### src/rbc_pkg.sv
/*
 * Constants, field layout and carrier types for read buffering control.
 * Assumes one clock domain.
 */
package rbc_pkg;

    // ==========================================================
    // Register map (byte addresses)
    localparam int unsigned ADDR_W = 8;
    localparam logic [7:0] REG_BUF_CTRL = 8'h40;
    localparam logic [7:0] REG_STATUS = 8'h4c;

    // ==========================================================
    // Field positions and masks
    localparam int unsigned HALF_W = 16;
    localparam int unsigned SEC_LSB = 16;
    localparam int unsigned MAXCNT_LSB = 12;
    localparam int unsigned RO_EN_BIT = 11;
    localparam int unsigned SDR_EN_BIT = 10;
    localparam int unsigned PF_MR_LSB = 8;
    localparam int unsigned PF_MRL_LSB = 6;
    localparam int unsigned PF_MRM_LSB = 4;
    localparam logic [31:0] CTRL_RW_MASK = 32'h7ff0_7ff0;
    localparam logic [31:0] CTRL_RESET = 32'h0020_0000;

    // ==========================================================
    // Encodings
    localparam logic [1:0] PF_CODE_LINE = 2'h0;
    localparam logic [1:0] PF_CODE_FULL = 2'h2;
    localparam logic [1:0] PF_CODE_DISC = 2'h3;
    localparam logic [2:0] MC_128 = 3'h1;
    localparam logic [2:0] MC_256 = 3'h2;
    localparam logic [2:0] MC_1024 = 3'h4;
    localparam logic [2:0] MC_2048 = 3'h5;
    localparam logic [2:0] MC_4096 = 3'h6;
    localparam logic [12:0] BC_128 = 13'h0080;
    localparam logic [12:0] BC_256 = 13'h0100;
    localparam logic [12:0] BC_512 = 13'h0200;
    localparam logic [12:0] BC_1024 = 13'h0400;
    localparam logic [12:0] BC_2048 = 13'h0800;
    localparam logic [12:0] BC_4096 = 13'h1000;

    typedef enum logic [1:0] {CMD_MR, CMD_MRL, CMD_MRM, CMD_OTHER} rbc_cmd_t;
    typedef enum logic [1:0] {PF_NONE, PF_LINE, PF_FULL, PF_DISC_DW} rbc_pf_t;

    // Half-word layout shared by both interfaces, MSB first
    typedef struct packed {
        logic rsvd_hi;
        logic [2:0] max_cnt;
        logic ro_en;
        logic sdr_en;
        logic [1:0] pf_mr;
        logic [1:0] pf_mrl;
        logic [1:0] pf_mrm;
        logic [3:0] rsvd_lo;
    } rbc_side_cfg_t;

    typedef struct packed {
        logic valid;
        rbc_cmd_t cmd;
        logic prefetchable;
        logic [31:0] addr;
        logic [3:0] be;
    } rbc_rd_req_t;

    typedef struct packed {
        logic valid;
        logic attr_ro;
    } rbc_cpl_t;

    typedef struct packed {
        rbc_pf_t pf_mode;
        logic [12:0] byte_count;
        logic dr_retry;
        logic dr_complete;
        logic cpl_bypass;
    } rbc_side_out_t;

endpackage

### src/rbc_dr_track.sv
/*
 * Delayed read entry tracker for one interface: latches a retried read and
 * judges each repeat. Decisions are combinational; the caller registers them.
 */
`timescale 1ns/1ps
`default_nettype none

module rbc_dr_track (
    input wire logic i_clk_sys, // System clock
    input wire logic i_reset_n, // Asynchronous reset, active low
    input wire rbc_pkg::rbc_rd_req_t i_req, // Read attempt from a bus master
    input wire logic i_pcix, // Interface runs PCI-X
    input wire logic i_sdr_en, // Command changes allowed after retry
    output logic o_retry, // Attempt is retried this cycle
    output logic o_complete, // Attempt completes this cycle
    output logic o_held // A delayed read entry is pending
);

    logic held;
    logic next_held;
    rbc_pkg::rbc_rd_req_t entry;
    rbc_pkg::rbc_rd_req_t next_entry;
    logic same_target;
    logic mem_pair;

    assign o_held = held;

    always_comb begin
        next_held = held;
        next_entry = entry;
        o_retry = 1'b0;
        o_complete = 1'b0;
        same_target = (i_req.addr == entry.addr) && (i_req.be == entry.be);
        mem_pair = (i_req.cmd != rbc_pkg::CMD_OTHER) && (entry.cmd != rbc_pkg::CMD_OTHER);
        if (i_req.valid) begin
            if (!held) begin
                next_held = 1'b1;
                next_entry = i_req;
                o_retry = 1'b1;
            end else if (same_target && (i_req.cmd == entry.cmd)) begin
                next_held = 1'b0;
                o_complete = 1'b1;
            end else if (same_target && mem_pair && i_sdr_en && !i_pcix) begin
                next_held = 1'b0;
                o_complete = 1'b1;
            end else begin
                o_retry = 1'b1;
            end
        end
    end

    always_ff @(posedge i_clk_sys or negedge i_reset_n) begin
        if (!i_reset_n) begin
            held <= 1'b0;
            entry <= '0;
        end else begin
            held <= next_held;
            entry <= next_entry;
        end
    end

endmodule

`default_nettype wire

### src/rbc_pf_decode.sv
/*
 * Prefetch mode and byte count decode for one interface.
 * Combinational; the caller registers it.
 */
`timescale 1ns/1ps
`default_nettype none

module rbc_pf_decode (
    input wire rbc_pkg::rbc_side_cfg_t i_cfg, // Interface half of the control word
    input wire rbc_pkg::rbc_cmd_t i_cmd, // Memory read command of the request
    input wire logic i_prefetchable, // Address falls in a prefetchable range
    input wire logic i_pcix, // Interface runs PCI-X
    output rbc_pkg::rbc_pf_t o_mode, // Selected prefetch behaviour
    output logic [12:0] o_byte_count // Decoded maximum read byte count
);

    always_comb begin
        case (i_cfg.max_cnt)
            rbc_pkg::MC_128: o_byte_count = rbc_pkg::BC_128;
            rbc_pkg::MC_256: o_byte_count = rbc_pkg::BC_256;
            rbc_pkg::MC_1024: o_byte_count = rbc_pkg::BC_1024;
            rbc_pkg::MC_2048: o_byte_count = rbc_pkg::BC_2048;
            rbc_pkg::MC_4096: o_byte_count = rbc_pkg::BC_4096;
            default: o_byte_count = rbc_pkg::BC_512;
        endcase
    end

    always_comb begin
        o_mode = rbc_pkg::PF_NONE;
        // Fields carry no meaning in PCI-X mode or outside a prefetchable range
        if (!i_pcix && i_prefetchable) begin
            case (i_cmd)
                rbc_pkg::CMD_MR: begin
                    if (i_cfg.pf_mr == rbc_pkg::PF_CODE_LINE) o_mode = rbc_pkg::PF_LINE;
                    else if (i_cfg.pf_mr == rbc_pkg::PF_CODE_FULL) o_mode = rbc_pkg::PF_FULL;
                    else if (i_cfg.pf_mr == rbc_pkg::PF_CODE_DISC) o_mode = rbc_pkg::PF_DISC_DW;
                end
                rbc_pkg::CMD_MRL: begin
                    if (i_cfg.pf_mrl == rbc_pkg::PF_CODE_LINE) o_mode = rbc_pkg::PF_LINE;
                    else if (i_cfg.pf_mrl == rbc_pkg::PF_CODE_FULL) o_mode = rbc_pkg::PF_FULL;
                end
                rbc_pkg::CMD_MRM: begin
                    if (i_cfg.pf_mrm == rbc_pkg::PF_CODE_LINE) o_mode = rbc_pkg::PF_LINE;
                    else if (i_cfg.pf_mrm == rbc_pkg::PF_CODE_FULL) o_mode = rbc_pkg::PF_FULL;
                end
                default: o_mode = rbc_pkg::PF_NONE;
            endcase
        end
    end

endmodule

`default_nettype wire

### src/rbc_read_buf_ctrl.sv
/*
 * Bridge read buffering control: register slave, prefetch decode, delayed
 * reads and completion order. Index 0 is primary, 1 secondary.
 * Assumes synchronous inputs and a master that waits for waitrequest low.
 */
// What this block does
// The three-bit maximum read byte count decodes to 128, 256, 1024, 2048 or 4096 bytes, other codes to 512.
// Full-prefetch reads from a conventional primary are sized on the secondary by the primary byte count.
// Both byte count fields reset to code 000, meaning 512 bytes.
// Full-prefetch reads from a conventional secondary are sized on the primary by the secondary count in bits 30:28.
// The primary relaxed ordering enable lets later read completions pass posted writes; cleared it disables this.
// The secondary relaxed ordering enable does the same at the secondary interface.
// In PCI-X mode the attribute relaxed ordering bit decides instead of the enable bits.
// With special delayed read cleared, a repeat with a changed command is retried.
// With special delayed read set, MR, MRL and MRM may be swapped and the read completes if address and enables match.
// Special delayed read is ignored in PCI-X mode and resets to 0.
// Memory read prefetch field: 00 one line, 10 full, 11 disconnect after first dword, 01 reserved.
// The memory read prefetch field is ignored in PCI-X mode and resets to 00.
// Memory read line field: 00 one line, 10 full, others reserved, ignored in PCI-X mode.
// Memory read multiple field: 00 one line, 10 full, others reserved, ignored in PCI-X mode.
`timescale 1ns/1ps
`default_nettype none

module rbc_read_buf_ctrl #(
    parameter int unsigned NUM_SIDES = 2 // Primary and secondary interface
) (
    input wire logic i_clk_sys, // System clock, 100 MHz
    input wire logic i_reset_n, // Asynchronous reset, active low
    input wire logic [rbc_pkg::ADDR_W-1:0] i_avs_address, // Byte address
    input wire logic i_avs_read, // Read request
    input wire logic i_avs_write, // Write request
    input wire logic [31:0] i_avs_writedata, // Write data
    input wire logic [3:0] i_avs_byteenable, // Byte lanes of a write
    output logic [31:0] o_avs_readdata, // Read data, valid with waitrequest low
    output logic o_avs_waitrequest, // Low for the one answering cycle
    input wire logic [NUM_SIDES-1:0] i_pcix_mode, // Interface runs PCI-X
    input wire rbc_pkg::rbc_rd_req_t [NUM_SIDES-1:0] i_rd_req, // Read attempts
    input wire logic [NUM_SIDES-1:0] i_posted_pending, // Posted writes are queued
    input wire rbc_pkg::rbc_cpl_t [NUM_SIDES-1:0] i_cpl, // Read completion offered
    output rbc_pkg::rbc_side_out_t [NUM_SIDES-1:0] o_side // Registered decisions
);

    // ==========================================================
    // Bus slave state
    typedef enum logic {BUS_IDLE, BUS_ACK} rbc_bus_state_t;

    rbc_bus_state_t bus_state;
    rbc_bus_state_t next_bus_state;
    logic [31:0] ctrl;
    logic [31:0] next_ctrl;
    logic [31:0] rdata;
    logic [31:0] next_rdata;
    logic wait_req;
    logic next_wait_req;
    logic hit_ctrl;
    logic hit_status;
    logic [31:0] status_word;

    // ==========================================================
    // Per-interface wiring
    rbc_pkg::rbc_side_out_t side_next [NUM_SIDES];
    logic [NUM_SIDES-1:0] held;
    logic [NUM_SIDES-1:0] seen_first;

    assign o_avs_readdata = rdata;
    assign o_avs_waitrequest = wait_req;

    // Word-aligned decode; the two low address bits select no lane here
    assign hit_ctrl = (i_avs_address[rbc_pkg::ADDR_W-1:2] == rbc_pkg::REG_BUF_CTRL[rbc_pkg::ADDR_W-1:2]);
    assign hit_status = (i_avs_address[rbc_pkg::ADDR_W-1:2] == rbc_pkg::REG_STATUS[rbc_pkg::ADDR_W-1:2]);

    always_comb begin
        status_word = 32'h0000_0000;
        status_word[1:0] = held;
        status_word[9:8] = seen_first;
        status_word[17:16] = i_pcix_mode;
    end

    // ==========================================================
    // Avalon-MM slave
    // Answer one cycle after the request; a write lands as the master sees waitrequest low
    always_comb begin
        next_bus_state = bus_state;
        next_ctrl = ctrl;
        next_rdata = rdata;
        next_wait_req = 1'b1;
        case (bus_state)
            BUS_IDLE: begin
                if (i_avs_read || i_avs_write) begin
                    next_bus_state = BUS_ACK;
                    next_wait_req = 1'b0;
                    if (i_avs_read) begin
                        if (hit_ctrl) begin
                            next_rdata = ctrl & rbc_pkg::CTRL_RW_MASK;
                        end else if (hit_status) begin
                            next_rdata = status_word;
                        end else begin
                            next_rdata = 32'h0000_0000;
                        end
                    end
                end
            end
            BUS_ACK: begin
                next_bus_state = BUS_IDLE;
                if (i_avs_write && hit_ctrl) begin
                    for (int b = 0; b < 4; b++) begin
                        if (i_avs_byteenable[b]) begin
                            next_ctrl[8*b +: 8] = i_avs_writedata[8*b +: 8] & rbc_pkg::CTRL_RW_MASK[8*b +: 8];
                        end
                    end
                end
            end
            default: begin
                next_bus_state = BUS_IDLE;
            end
        endcase
    end

    always_ff @(posedge i_clk_sys or negedge i_reset_n) begin
        if (!i_reset_n) begin
            bus_state <= BUS_IDLE;
            ctrl <= rbc_pkg::CTRL_RESET;
            rdata <= 32'h0000_0000;
            wait_req <= 1'b1;
        end else begin
            bus_state <= next_bus_state;
            ctrl <= next_ctrl;
            rdata <= next_rdata;
            wait_req <= next_wait_req;
        end
    end

    // ==========================================================
    // Per-interface policy
    for (genvar s = 0; s < NUM_SIDES; s++) begin : g_side
        rbc_pkg::rbc_side_cfg_t cfg;
        rbc_pkg::rbc_pf_t pf_mode;
        logic [12:0] byte_count;
        logic dr_retry;
        logic dr_complete;
        logic ro_allow;
        logic next_seen_first;

        // Secondary half sits 16 bits up, so bits 30:28 hold its byte count
        assign cfg = rbc_pkg::rbc_side_cfg_t'(ctrl[s*rbc_pkg::HALF_W +: rbc_pkg::HALF_W]);

        rbc_pf_decode u_pf_decode (
            .i_cfg(cfg),
            .i_cmd(i_rd_req[s].cmd),
            .i_prefetchable(i_rd_req[s].prefetchable),
            .i_pcix(i_pcix_mode[s]),
            .o_mode(pf_mode),
            .o_byte_count(byte_count)
        );

        rbc_dr_track u_dr_track (
            .i_clk_sys(i_clk_sys),
            .i_reset_n(i_reset_n),
            .i_req(i_rd_req[s]),
            .i_pcix(i_pcix_mode[s]),
            .i_sdr_en(cfg.sdr_en),
            .o_retry(dr_retry),
            .o_complete(dr_complete),
            .o_held(held[s])
        );

        // The first completion of a read keeps strict order; only later ones
        // may pass. A completing delayed read rearms this.
        always_comb begin
            next_seen_first = seen_first[s];
            if (dr_complete) begin
                next_seen_first = 1'b0;
            end else if (i_cpl[s].valid) begin
                next_seen_first = 1'b1;
            end
        end

        always_ff @(posedge i_clk_sys or negedge i_reset_n) begin
            if (!i_reset_n) begin
                seen_first[s] <= 1'b0;
            end else begin
                seen_first[s] <= next_seen_first;
            end
        end

        always_comb begin
            if (i_pcix_mode[s]) begin
                ro_allow = i_cpl[s].attr_ro;
            end else begin
                ro_allow = cfg.ro_en;
            end
        end

        always_comb begin
            side_next[s].pf_mode = pf_mode;
            // Only a conventional full prefetch is sized by the byte count
            if (i_rd_req[s].valid && (pf_mode == rbc_pkg::PF_FULL)) begin
                side_next[s].byte_count = byte_count;
            end else begin
                side_next[s].byte_count = 13'h0000;
            end
            side_next[s].dr_retry = dr_retry;
            side_next[s].dr_complete = dr_complete;
            side_next[s].cpl_bypass = i_cpl[s].valid && i_posted_pending[s] && seen_first[s] && ro_allow;
        end
    end

    // ==========================================================
    // Output registers
    always_ff @(posedge i_clk_sys or negedge i_reset_n) begin
        if (!i_reset_n) begin
            o_side <= '0;
        end else begin
            for (int s = 0; s < NUM_SIDES; s++) begin
                o_side[s] <= side_next[s];
            end
        end
    end

endmodule

`default_nettype wire

### config.mk
export PLATFORM = sky130hd
export DESIGN_NAME = rbc_read_buf_ctrl
export DESIGN_NICKNAME = d
export VERILOG_FILES = /design/src/rbc_pkg.sv /design/src/rbc_dr_track.sv /design/src/rbc_pf_decode.sv /design/src/rbc_read_buf_ctrl.sv
export SDC_FILE = /design/constraint.sdc
export NUM_CORES = 1
export LEC_CHECK = 0
export BUFFER_PORTS_ARGS = -buffer_cell sky130_fd_sc_hd__buf_2
export CAP_MARGIN = 0
export CORE_MARGIN = 5
export CORE_UTILIZATION = 56
export CTS_CLUSTER_DIAMETER = 40
export DETAILED_ROUTE_END_ITERATION = 10
export PLACE_DENSITY_LB_ADDON = 0.3
export SLEW_MARGIN = 20
export SYNTH_ARGS = -nofsm -noshare
export SYNTH_HDL_FRONTEND = slang
export SYNTH_SLANG_ARGS = --single-unit
### constraint.sdc
create_clock -name i_clk_sys -period 3.7 [get_ports i_clk_sys]
set_clock_uncertainty 0.05 [all_clocks]
set_input_delay 0.555 -clock i_clk_sys [delete_from_list [all_inputs] [get_ports i_clk_sys]]
set_output_delay 0.555 -clock i_clk_sys [all_outputs]
set_load 0.1 [all_outputs]
# Word level (Yosys, flattened, before mapping)

Index checks and enable logic that the tools add are counted.

Register bits: 172
Logic and storage cells: 159
Bits in writable memories: 0
Memory bits (read-only): 0
Memories: 0
Latch bits: 0

$lt $le $gt $ge: 0
Add/subtract/negate cells: 0
Bitwise operators: 3
Muxes and demuxes: 50
Divide/modulo/power cells: 0
Shift-type cells: 0
Reductions and logical operators: 43
Eq/ne operators: 36
Multiply operators: 0

Operators by type and width:

| cell               | number |
|---|---|
| $pmux 13 s5        | 2 |
| $eq 32x32->1       | 2 |
| $mux 2             | 16 |
| $mux 31            | 1 |
| $mux 13            | 2 |
| $mux 1             | 25 |
| $eq 2x2->1 const B | 12 |
| $logic_and 1x1->1  | 23 |
| $eq 3x3->1 const B | 6 |
| $mux 18            | 1 |
| $logic_not 2->1    | 8 |
| $reduce_and 3->1   | 5 |
| $eq 6x5->1 const B | 2 |
| $pmux 2 s3         | 2 |
| $eq 4x4->1         | 2 |
| $ne 2x2->1 const B | 4 |
| $eq 3x1->1 const B | 2 |
| $eq 3x2->1 const B | 2 |
| $eq 2x1->1 const B | 2 |
| $eq 2x2->1         | 2 |
| $reduce_and 2->1   | 2 |
| $reduce_bool 2->1  | 2 |
| $not 1->1          | 3 |
| $logic_not 1->1    | 2 |
| 2 further kinds    | 2 |

# Logic depth before layout (Yosys ltp)

Gate-level depths: netlist (run 1).

Depth in word-level cells: 10
Depth in mapped cells: 7

# Hierarchy

Synthesis (run 1) repeated with hierarchy kept, for this count alone.

Cell total of the unflattened synthesis: 605
Area, all modules: 7,497.2 µm²

By module, submodules not included:

| module            | area each (µm²) | cells an instance | times used | sequential area each (µm²) |
|---|---|---|---|---|
| rbc_dr_track      | 1,906.8         | 141               | 2          | 975.9 |
| rbc_read_buf_ctrl | 3,218.1         | 259               | 1          | 2,204.6 |
| rbc_pf_decode     | 232.7           | 32                | 2          | 0.0 |

# Worst setup path before layout (run 1)

OpenSTA, ideal clock, no wires.

Path type: input-to-reg
From: input port i_avs_address[5] (netlist name)
To: register ctrl[20]
Arrival time: 1.962 ns
Slack: 1.560 ns
Required time: 3.523 ns
Stages: 6
Cells stage by stage: or4b_4 -> nor3_4 -> and3_1 -> buf_4 -> nand2_2 -> mux2_1

Cells in the longest elaborated chain, start to end: 3

RTL lines:

| element                           | RTL line                 | text |
|---|---|---|
| start: declaration                | rbc_read_buf_ctrl.sv:29  | `input wire logic [rbc_pkg::ADDR_W-1:0] i_avs_address,` |
| $eq 6x5->1                        | rbc_read_buf_ctrl.sv:69  | `assign hit_ctrl = (i_avs_address[rbc_pkg::ADDR_W-1:2] == rbc_pkg::REG_BUF_CTRL[rbc_pkg::ADDR_W-1:2]);` |
| $logic_and 1x1->1                 | rbc_read_buf_ctrl.sv:105 | `if (i_avs_write && hit_ctrl) begin` |
| $reduce_and 3->1 (no source line) | --                       |  |
| end signal: assignment            | rbc_read_buf_ctrl.sv:122 | `ctrl <= rbc_pkg::CTRL_RESET;` |
| end signal: assignment            | rbc_read_buf_ctrl.sv:127 | `ctrl <= next_ctrl;` |
| end: declaration                  | rbc_read_buf_ctrl.sv:49  | `logic [31:0] ctrl;` |

Every way passes these cells.
A chain may end at the register's enable or synchronous reset.

# Final worst setup path (run 1)

From: input port i_avs_address[5] (netlist name)
To: register ctrl[28]

Same word-level chain as after synthesis.

==> flow_summary.toml, run 1 <==
[critical_path]
arrival_ns = 2.51
endpoint_kind = "register"
cp-start-kind = "input pin"
ff2ff_path_depth = 5
required_ns = 3.94
r2r-start = "g_side[1].u_dr_track.entry[27]"
crit_start = "i_avs_address[5]"
r2r_slack_ns = 1.55
cp_max_fo = 23
timing.rr.end = "seen_first[1]"
crit_type = "in -> reg"
crit_end = "ctrl[28]"

[timing]
setup_ws_ns = 1.44
max_clock_freq_ghz = 0.442
tns_ns = 0
worst_pin_slew_ns = 1.03
finalMaxSlewViolations = 0
rsz0062_at_grt = "false"
finalHoldViolations = 0
setup_viol = 0
post-route-period-util = 0.611
relSlewSlack = 0.315
period_needed_ns = 2.26

[yosys]
ys_warn_count = 0
ys_seq_area_frac = 0.547
synth_top_family_by_area = "multiplexers"
synthArstFlopShare = 1.00
synth_fa_ha_area_frac = 0.0108
synth_ff_type = "dfrtp_1"
yosys.area_share.xor_xnor = 0.0956
synth_area_leaders = "dfrtp_1 54%, mux2_2 12%, xnor2_1 5.8%, xor2_1 3.8%, mux2_1 3.6%"
ys_top_cells_by_count = "150 x dfrtp_1, 76 x mux2_2, 55 x nand2_1"
synthSimpleGateAreaFrac = 0.121
synth_compound_area_frac = 0.0237
synth_edf_count = 0
synth_mux_area_frac = 0.161
ys_types = 43
netlist_instances = 574
yosysMostFrequentCell = "dfrtp_1"
synth_largest_area_cell = "dfrtp_1"
synth_top_area_share = 0.539
synth_area_um2 = 6960
syn_area_per_cell_um2 = 12.1
yosys_register_bits = 152

[clock_network]
numCtsBuffers = 17
cts_resized = 0
path_clk_slew_ns = 0.06
cts_setup_buffers = 0
insertion_delay_ns = 0.41
cts_max_level = 4
cts_hold_buf = 0
clock_path_buffers = 2
cts_tree = "yes"
clock_sinks = 152
cts_root_buf = "clkbuf_16"

[drt]
drt_iter0_markers = 353
vias = 4846
postRouteAntennaNets = 0
wl_per_cell_um = 16.1
drt-vias-per-instance = 5.22
post-route-drc-count = 0
drtPass1Iterations = 4
routed_wirelength_um = 14900

[die]
placementRows = 40
fp.dieH_um = 121
die-area_um2 = 14800
start_util = 0.575
die_x_um = 121
boundaryPins = 205
core_um2 = 12100

[hold_path]
min_path_type = "in -> async"

[power_and_ir_drop]
power_frac_seq = 0.436
swShare = 0.243
power.density_nw_per_um2 = 499
ir_drop_mv = 0.323
switchingPower_mw = 1.04
p_comb_frac = 0.129
p_leak_nw = 4.28
pwr-share-clk = 0.435
intPower_mw = 3.24

[global_route]
grt_max_degree = 106
antenna_found_initial = 0
grt_pass1_vias = 5101
grt-ovfl-total = 0
grt.total_usage = 0.214
grt_pass1_wl_um = 24500

[placed_design]
detailed_place_hpwl_um = 11100
dp_slack_ns = 1.02
io_buffers = 172
place_inst = 897
gp_congestion = 0.788

[cells_and_area]
drive_gt1_frac = 0.384
antenna_cells = 0
stdcell_count = 929
area_delta_synth_final_pct = 23.2
final_nets = 890

[run]
drv_cap = 0

[outcome]
outcome = "complete, no violations"
[through the flow]
| step | instance area, µm² | hold slack, ns | power, mW | util |
|---|---|---|---|---|
| floorplan | 7030 | 0.209 | 2.28 | - |
| global placement | 7940 | 0.394 | 2.42 | 0.655 |
| detailed placement | 7940 | 0.401 | 2.45 | 0.655 |
| CTS | 8580 | 0.234 | 4.32 | 0.708 |
| global route | 8580 | 0.277 | 4.47 | 0.708 |
| finish | 8580 | 0.196 | 4.28 | 0.708 |
[sequential cells by signal, indices dropped and copies added (netlist names)]
| name | cells |
|---|---|
| g_side.u_dr_track.entry | 76 |
| o_avs_readdata | 26 |
| ctrl | 22 |
| o_side | 22 |
| g_side.u_dr_track.o_held | 2 |
| seen_first | 2 |
| bus_state | 1 |
| o_avs_waitrequest | 1 |
[power groups by stage]
stage | Combinational (mW) | Clock (mW) | Sequential [mW]
after CTS | 0.560 | 1.89 | 1.87
final | 0.554 | 1.86 | 1.87
after floorplan | 0.362 | 0 | 1.91
after global placement | 0.534 | 0 | 1.88
after detailed placement | 0.555 | 0 | 1.90
after global routing | 0.606 | 1.98 | 1.88
[cell usage in the layout (no fill, tap or decap), types with 11 or more instances in the layout]
cell type	Yosys	layout
inv_1	12	12
clkbuf_16	0	17
mux2_2	76	76
nor3_1	11	11
xor2_1	30	30
nor2_1	19	17
nor4_1	16	16
nand4_1	11	11
nand3_1	27	27
xnor2_1	46	46
conb_1	1	20
buf_2	3	171
mux2_1	22	22
dfrtp_1	150	150
nand2_1	55	55
[worst max-delay path, stage by stage]
cell     delay [ns]
buf_2          0.11
or4b_4         0.55
nor3_4         0.12
buf_4          0.27
and3_1         0.39
nand2_4        0.15
mux2_1         0.35
[metal layers]
| layer | GRT usage | vias to the layer above | share of wire |
|---|---|---|---|
| li1 | - | 2293 | - |
| met1 | 0.258 | 2347 | 0.39 |
| met2 | 0.351 | 172 | 0.51 |
| met3 | 0.0620 | 34 | 0.071 |
| met4 | 0.104 | 0 | 0.030 |
| met5 | 0 | - | 0 |
[worst min-delay path by stage]
stage | startpoint | end | depth (start not counted)
after CTS | i_reset_n | g_side[0].u_dr_track.entry[32] | 1
after global placement | o_avs_readdata[6] | o_avs_readdata[6] | 2
after detailed placement | o_avs_readdata[7] | o_avs_readdata[7] | 2
final | i_reset_n | g_side[0].u_dr_track.entry[9] | 1
after floorplan | i_reset_n | bus_state | 0
after global routing | i_reset_n | g_side[0].u_dr_track.entry[9] | 1
[final cells by class]
class,instances,area [µm²]
multi-input combinational,389,2960
tap,168,210
inverter,12,45.0
fill,870,3540
sequential,152,3810
clock inverter,9,173
timing repair buffer,176,910
clock buffer,23,468
[logic make-up (layout without fill, tap and decap cells)]
group	after synthesis	after routing
compound gates	23	23
xor+xnor	76	76
fa+ha+maj	6	6
buf+inv	52	220
flops	152	152
mux	100	100
other cells	1	20
simple gates	164	164
Power figures use the tool's default switching activity.
==> run 2, diff against run 1 <==
--- a/config.mk
+++ b/config.mk
@@ -8,7 +8,7 @@
 export BUFFER_PORTS_ARGS = -buffer_cell sky130_fd_sc_hd__buf_2
 export CAP_MARGIN = 0
 export CORE_MARGIN = 5
-export CORE_UTILIZATION = 56
+export CORE_UTILIZATION = 52
 export CTS_CLUSTER_DIAMETER = 40
 export DETAILED_ROUTE_END_ITERATION = 10
 export PLACE_DENSITY_LB_ADDON = 0.3
==> constraint.sdc (replaced) <==
create_clock -name i_clk_sys -period 2.1 [get_ports i_clk_sys]
set_clock_uncertainty 0.05 [all_clocks]
set_input_delay 0.315 -clock i_clk_sys [delete_from_list [all_inputs] [get_ports i_clk_sys]]
set_output_delay 0.315 -clock i_clk_sys [all_outputs]
set_load 0.1 [all_outputs]
==> run 2 against run 1 <==
Wire length is 0.63% lower; critical path depth is 2 lower; via count is 0.10% higher; largest power group unchanged; global-route usage is 1.9 points lower; clock power is 65% higher.
==> flow_summary.toml, run 2 (same netlist as run 1, synthesis figures left out) <==
[cells_and_area]
final_nets = 901
final_cell_mix = "171 x buf_2, 150 x dfrtp_1, 76 x mux2_2, 55 x nand2_1, 46 x xnor2_1"
antenna_cells = 0
largest_reg_flops = 76
finish.utilization = 0.658
top_register = "g_side.u_dr_track.entry"
area_delta_synth_final_pct = 24.6
drive_gt1_frac = 0.392
final_common_cell = "buf_2"
final_area_um2 = 8680
n_fill_cell = 1033

[timing]
post-route-period-util = 0.990
setup_viol = 0
finalMaxSlewViolations = 0
rsz0062_at_grt = "true"
max_clock_freq_ghz = 0.481
relSlewSlack = 0.643
finalHoldViolations = 0
worst_pin_slew_ns = 0.535
period_needed_ns = 2.08
setup_ws_ns = 0.0207
tns_ns = 0

[placed_design]
place_area_um2 = 8050
gp_congestion = 0.816
io_buffers = 172
dp_slack_ns = -0.0754
detailed_place_hpwl_um = 11300

[die]
die_x_um = 126
die-area_um2 = 15800
core_um2 = 13200
placementRows = 42
start_util = 0.528
fp.dieH_um = 126
boundaryPins = 205

[global_route]
grt_pass1_vias = 5149
grt.total_usage = 0.195
grt_max_degree = 68
grt_pass1_wl_um = 24800
grt-ovfl-total = 0
antenna_found_initial = 0

[clock_network]
cts_max_level = 4
numCtsBuffers = 17
cts_tree = "yes"
cts_root_buf = "clkbuf_16"
clock_sinks = 152
clock_path_buffers = 2
path_clk_slew_ns = 0.06
insertion_delay_ns = 0.42

[critical_path]
cp-start-kind = "register"
required_ns = 2.35
crit_type = "reg -> reg"
endpoint_kind = "register"
ff2ff_path_depth = 5
cp_max_fo = 3
arrival_ns = 2.33

[power_and_ir_drop]
ir_drop_mv = 0.583
p_leak_nw = 4.33
power.density_nw_per_um2 = 845

[drt]
vias = 4851
drtPass1Iterations = 4
post-route-drc-count = 0
routed_wirelength_um = 14800
postRouteAntennaNets = 0
wl_per_cell_um = 15.6
drt-vias-per-instance = 5.12
drt_iter0_markers = 230

[hold_path]
worstHoldPathCells = 2
min_path_type = "in -> reg"

[run]
drv_cap = 0

[outcome]
outcome = "complete, no violations"
==> run 2: cell types whose count changed in the layout (fill, tap and decap cells not counted), sizes merged <==
cell,change
clkbuf,+2
buf,+10
dlygate4sd3,+1
bufinv,-2
==> run 2: routing by layer <==
| metal | wire, µm | up-vias | track usage |
|---|---|---|---|
| met3 | 947 | 22 | 0.0627 |
| met1 | 5870 | 2366 | 0.232 |
| met5 | 0 | - | 0 |
| li1 | - | 2318 | - |
| met2 | 7710 | 145 | 0.334 |
| met4 | 297 | 0 | 0.0676 |
==> run 2: layout make-up <==
type                       instances  area [µm²]  share of cell area
tap                              176         220              0.0254
clock buffer                      25         485              0.0559
clock inverter                     7         116              0.0134
inverter                          12        45.0             0.00519
timing repair buffer             187        1030               0.119
sequential                       152        3810               0.439
multi-input combinational        389        2970               0.342
==> run 2: path summary, 6_finish.rpt <==
kind                       slack, ns                             end                           start
max                             0.02     g_side[1].u_dr_track.o_held  g_side[1].u_dr_track.entry[18]
min                             0.06                        ctrl[29]             i_avs_writedata[29]
max reg2reg                     0.02     g_side[1].u_dr_track.o_held  g_side[1].u_dr_track.entry[18]
min reg2reg                     0.41              o_avs_readdata[24]              o_avs_readdata[24]
max in group asynchronous       0.94               o_avs_waitrequest                       i_reset_n
min in group asynchronous       0.35  g_side[0].u_dr_track.entry[18]                       i_reset_n
==> run 2: what timing repair did <==
action,CTS,global route
hold buffers,1,0
setup buffers,0,1
endpoints found under the hold margin,40,0
endpoints found under the setup margin,2,2
pin swaps,0,3
resized for setup,2,0
==> run 2: per-stage QoR <==
step / hold WS [ns] / total power [mW] / std cells
CTS: 0.0484 / 7.41 / 947
global route: 0.0416 / 7.68 / 948
floorplan: -0.0306 / 4.01 / 593
detailed placement: 0.208 / 4.32 / 914
finish: 0.0631 / 7.34 / 948
global placement: 0.201 / 4.27 / 914
==> run 2: critical path, cell delays in order (launching register included) <==
cell     delay, ns
dfrtp_1       0.39
xnor2_1       0.17
nand4_1       0.15
or4_4         0.57
or4b_4        0.52
o21a_1        0.12
==> run 2: where the power goes <==
group / switching, mW / internal [mW]
clock: 1.10 / 1.96
sequential: 0.149 / 3.14
combinational: 0.564 / 0.420
total: 1.82 / 5.52
==> run 3, diff against run 2 <==
--- a/config.mk
+++ b/config.mk
@@ -8,11 +8,12 @@
 export BUFFER_PORTS_ARGS = -buffer_cell sky130_fd_sc_hd__buf_2
 export CAP_MARGIN = 0
 export CORE_MARGIN = 5
-export CORE_UTILIZATION = 52
+export CORE_UTILIZATION = 53
 export CTS_CLUSTER_DIAMETER = 40
 export DETAILED_ROUTE_END_ITERATION = 10
 export PLACE_DENSITY_LB_ADDON = 0.3
 export SLEW_MARGIN = 20
 export SYNTH_ARGS = -nofsm -noshare
 export SYNTH_HDL_FRONTEND = slang
+export SYNTH_HIERARCHICAL = 1
 export SYNTH_SLANG_ARGS = --single-unit
==> run 3 against run 2 <==
Via count is 5.4% higher; wire length is 8.4% higher; highest routed layer is now met5; final area is 6.3% higher; sequential cell count is 14 higher; final cell count is 5.0% higher.
==> flow_summary.toml, run 3 <==
[clock_network]
cts_root_buf = "clkbuf_16"
cts_tree = "yes"
numCtsBuffers = 17
insertion_delay_ns = 0.42
clock_sinks = 166
clock_path_buffers = 2
cts_max_level = 4
cts_setup_buffers = 0
path_clk_slew_ns = 0.06

[yosys]
ys_top_cells_by_count = "164 x dfrtp_1, 98 x mux2_2, 76 x xnor2_1"
synth_edf_count = 0
yosysMostFrequentCell = "dfrtp_1"
ys_seq_area_frac = 0.554
ys_warn_count = 6
synth_fa_ha_area_frac = 0.0100
yosys_register_bits = 166
synth_largest_area_cell = "dfrtp_1"
synthArstFlopShare = 1.00
synth_area_um2 = 7500
synth_mux_area_frac = 0.150
syn_area_per_cell_um2 = 12.4
synth_area_leaders = "dfrtp_1 55%, mux2_2 15%, xnor2_1 8.9%, nand2_1 2.8%, buf_4 2.6%"
synth_compound_area_frac = 0.0324
ys_types = 37
synth_top_area_share = 0.547
netlist_instances = 605
synthSimpleGateAreaFrac = 0.125
yosys.area_share.xor_xnor = 0.0888
synth_top_family_by_area = "multiplexers"
synth_ff_type = "dfrtp_1"

[run]
drv_cap = 0

[power_and_ir_drop]
p_leak_nw = 4.41
ir_drop_mv = 0.589
power.density_nw_per_um2 = 818
p_comb_frac = 0.123
switchingPower_mw = 1.90
pwr-share-clk = 0.405
swShare = 0.251
total_power_mw = 7.55
intPower_mw = 5.65
power_frac_seq = 0.471

[critical_path]
crit_family = "simple AND/OR/NAND/NOR gates"
arrival_ns = 2.18
crit_end = "o_side[11]"
cp_num_buf_inv = 1
cp.depth = 7
r2r_slack_ns = 0.22
ff2ff_path_depth = 7
crit_path_max_incr_delay_ns = 0.40
cp_max_fo = 7
endpoint_kind = "register"
r2r-start = "ctrl[8]"
crit_slowest_cell = "dfrtp_1"
timing.rr.end = "o_side[11]"
required_ns = 2.41
crit_start = "ctrl[8]"
cp-start-kind = "register"
crit_type = "reg -> reg"
crit_chain = "inv_1 > ha_1 > nor3_1 > o21ai_0 > a221oi_1 > and3b_1 > and2_1"

[timing]
rsz0062_at_grt = "false"
worst_pin_slew_ns = 0.582
max_clock_freq_ghz = 0.533
relSlewSlack = 0.612
setup_viol = 0
period_needed_ns = 1.88
tns_ns = 0
post-route-period-util = 0.893
finalHoldViolations = 0
finalMaxSlewViolations = 0

[die]
fp.dieH_um = 129
placementRows = 43
die_x_um = 129
start_util = 0.540
die-area_um2 = 16600
core_um2 = 13900
boundaryPins = 205

[global_route]
grt_pass1_vias = 5497
grt.total_usage = 0.202
grt_pass1_wl_um = 26300
grt-ovfl-total = 0
grt_max_degree = 57
antenna_found_initial = 1

[drt]
post-route-drc-count = 0
drtPass1Iterations = 4
drt-vias-per-instance = 5.14
drt_iter0_markers = 247
routed_wirelength_um = 16100
postRouteAntennaNets = 0
vias = 5112
wl_per_cell_um = 16.1

[cells_and_area]
top_register = "g_side.u_dr_track/entry"
stdcell_count = 995
drive_gt1_frac = 0.426
final_common_cell = "buf_2"
antenna_cells = 0
final_area_um2 = 9230
final_cell_mix = "185 x buf_2, 164 x dfrtp_1, 98 x mux2_2, 76 x xnor2_1, 55 x nand2_1"
area_delta_synth_final_pct = 23.1
final_nets = 944
largest_reg_flops = 76
finish.utilization = 0.665

[placed_design]
detailed_place_hpwl_um = 12200
place_inst = 962
gp_congestion = 0.839
io_buffers = 186
place_area_um2 = 8630

[outcome]
outcome = "complete, no violations"

[hold_path]
min_path_type = "in -> reg"
[run 3: changes by cell type after synthesis, moves of 14 or more]
| cell | delta |
|---|---|
| and2_1 | +27 |
| dfrtp_1 | +14 |
| mux2_1 | -22 |
| mux2_2 | +22 |
| nand3_1 | -21 |
| nor4_1 | -16 |
| o21ai_0 | +25 |
| xnor2_1 | +30 |
| xor2_1 | -30 |
[run 3: cells by family after synthesis]
group / after synthesis
and+or+nand+nor: 163
other: 3
buffers and inverters: 49
DFF: 166
AOI/OAI and AO/OA: 42
xor gates and xnor gates: 76
muxes: 100
adders and majority gates: 6
[run 3: final cells by class]
type,count,area [µm²]
clock inverters,13,148
clock buffers,19,443
repair buffers,199,1070
multi-input cells,407,3140
inverters,11,41.3
well taps,180,225
flip-flops and latches,166,4160
fillers,1084,4650
[run 3: worst min path at each step]
stage | slack [ns] | startpoint | depth (start not counted) | end
2_1_floorplan | -0.03 | i_reset_n | 0 | bus_state
6_report | 0.08 | i_avs_writedata[12] | 2 | ctrl[12]
3_3_place_gp | 0.26 | i_reset_n | 1 | o_side[25]
3_5_place_dp | 0.27 | i_reset_n | 1 | o_side[25]
4_1_cts | 0.06 | i_avs_writedata[24] | 2 | ctrl[24]
5_1_grt | 0.06 | i_avs_writedata[14] | 2 | ctrl[14]
[run 3: power groups by stage]
stage | sequential, mW | combinational (mW) | clock (mW)
after CTS | 3.56 | 0.945 | 3.14
after detailed placement | 3.62 | 0.935 | 0
after global placement | 3.59 | 0.894 | 0
after global routing | 3.58 | 1.02 | 3.28
final | 3.56 | 0.931 | 3.06
after floorplan | 3.66 | 0.553 | 0
[run 3: what timing repair did]
item | CTS | global route
setup endpoints to repair | 0 | 2
gates resized for setup | 0 | 1
endpoints found under the hold margin | 50 | 0
hold buffers | 1 | 0
[run 3: through the flow]
step	setup slack, ns	hold slack, ns
3_3_place_gp	0.261	0.255
3_5_place_dp	0.192	0.267
5_1_grt	0.0451	0.0587
4_1_cts	0.162	0.0553
6_report	0.225	0.0773
2_1_floorplan	0.380	-0.0306
[run 3: metal layers]
metal | track usage | routed length, µm | vias to the layer above
met2 | 0.349 | 8340 | 174
met4 | 0.0747 | 329 | 2
met1 | 0.238 | 6190 | 2479
met3 | 0.0610 | 1190 | 30
li1 | - | - | 2427
met5 | 0 | 13 | -
[run 3: worst reg2reg max path: cells and delay by family (launching register included)]
kind | cells | cell delay, ns
simple gates | 3 | 0.60
compound gates | 2 | 0.48
flops | 1 | 0.40
fa+ha+maj | 1 | 0.20
buf+inv | 1 | 0.08
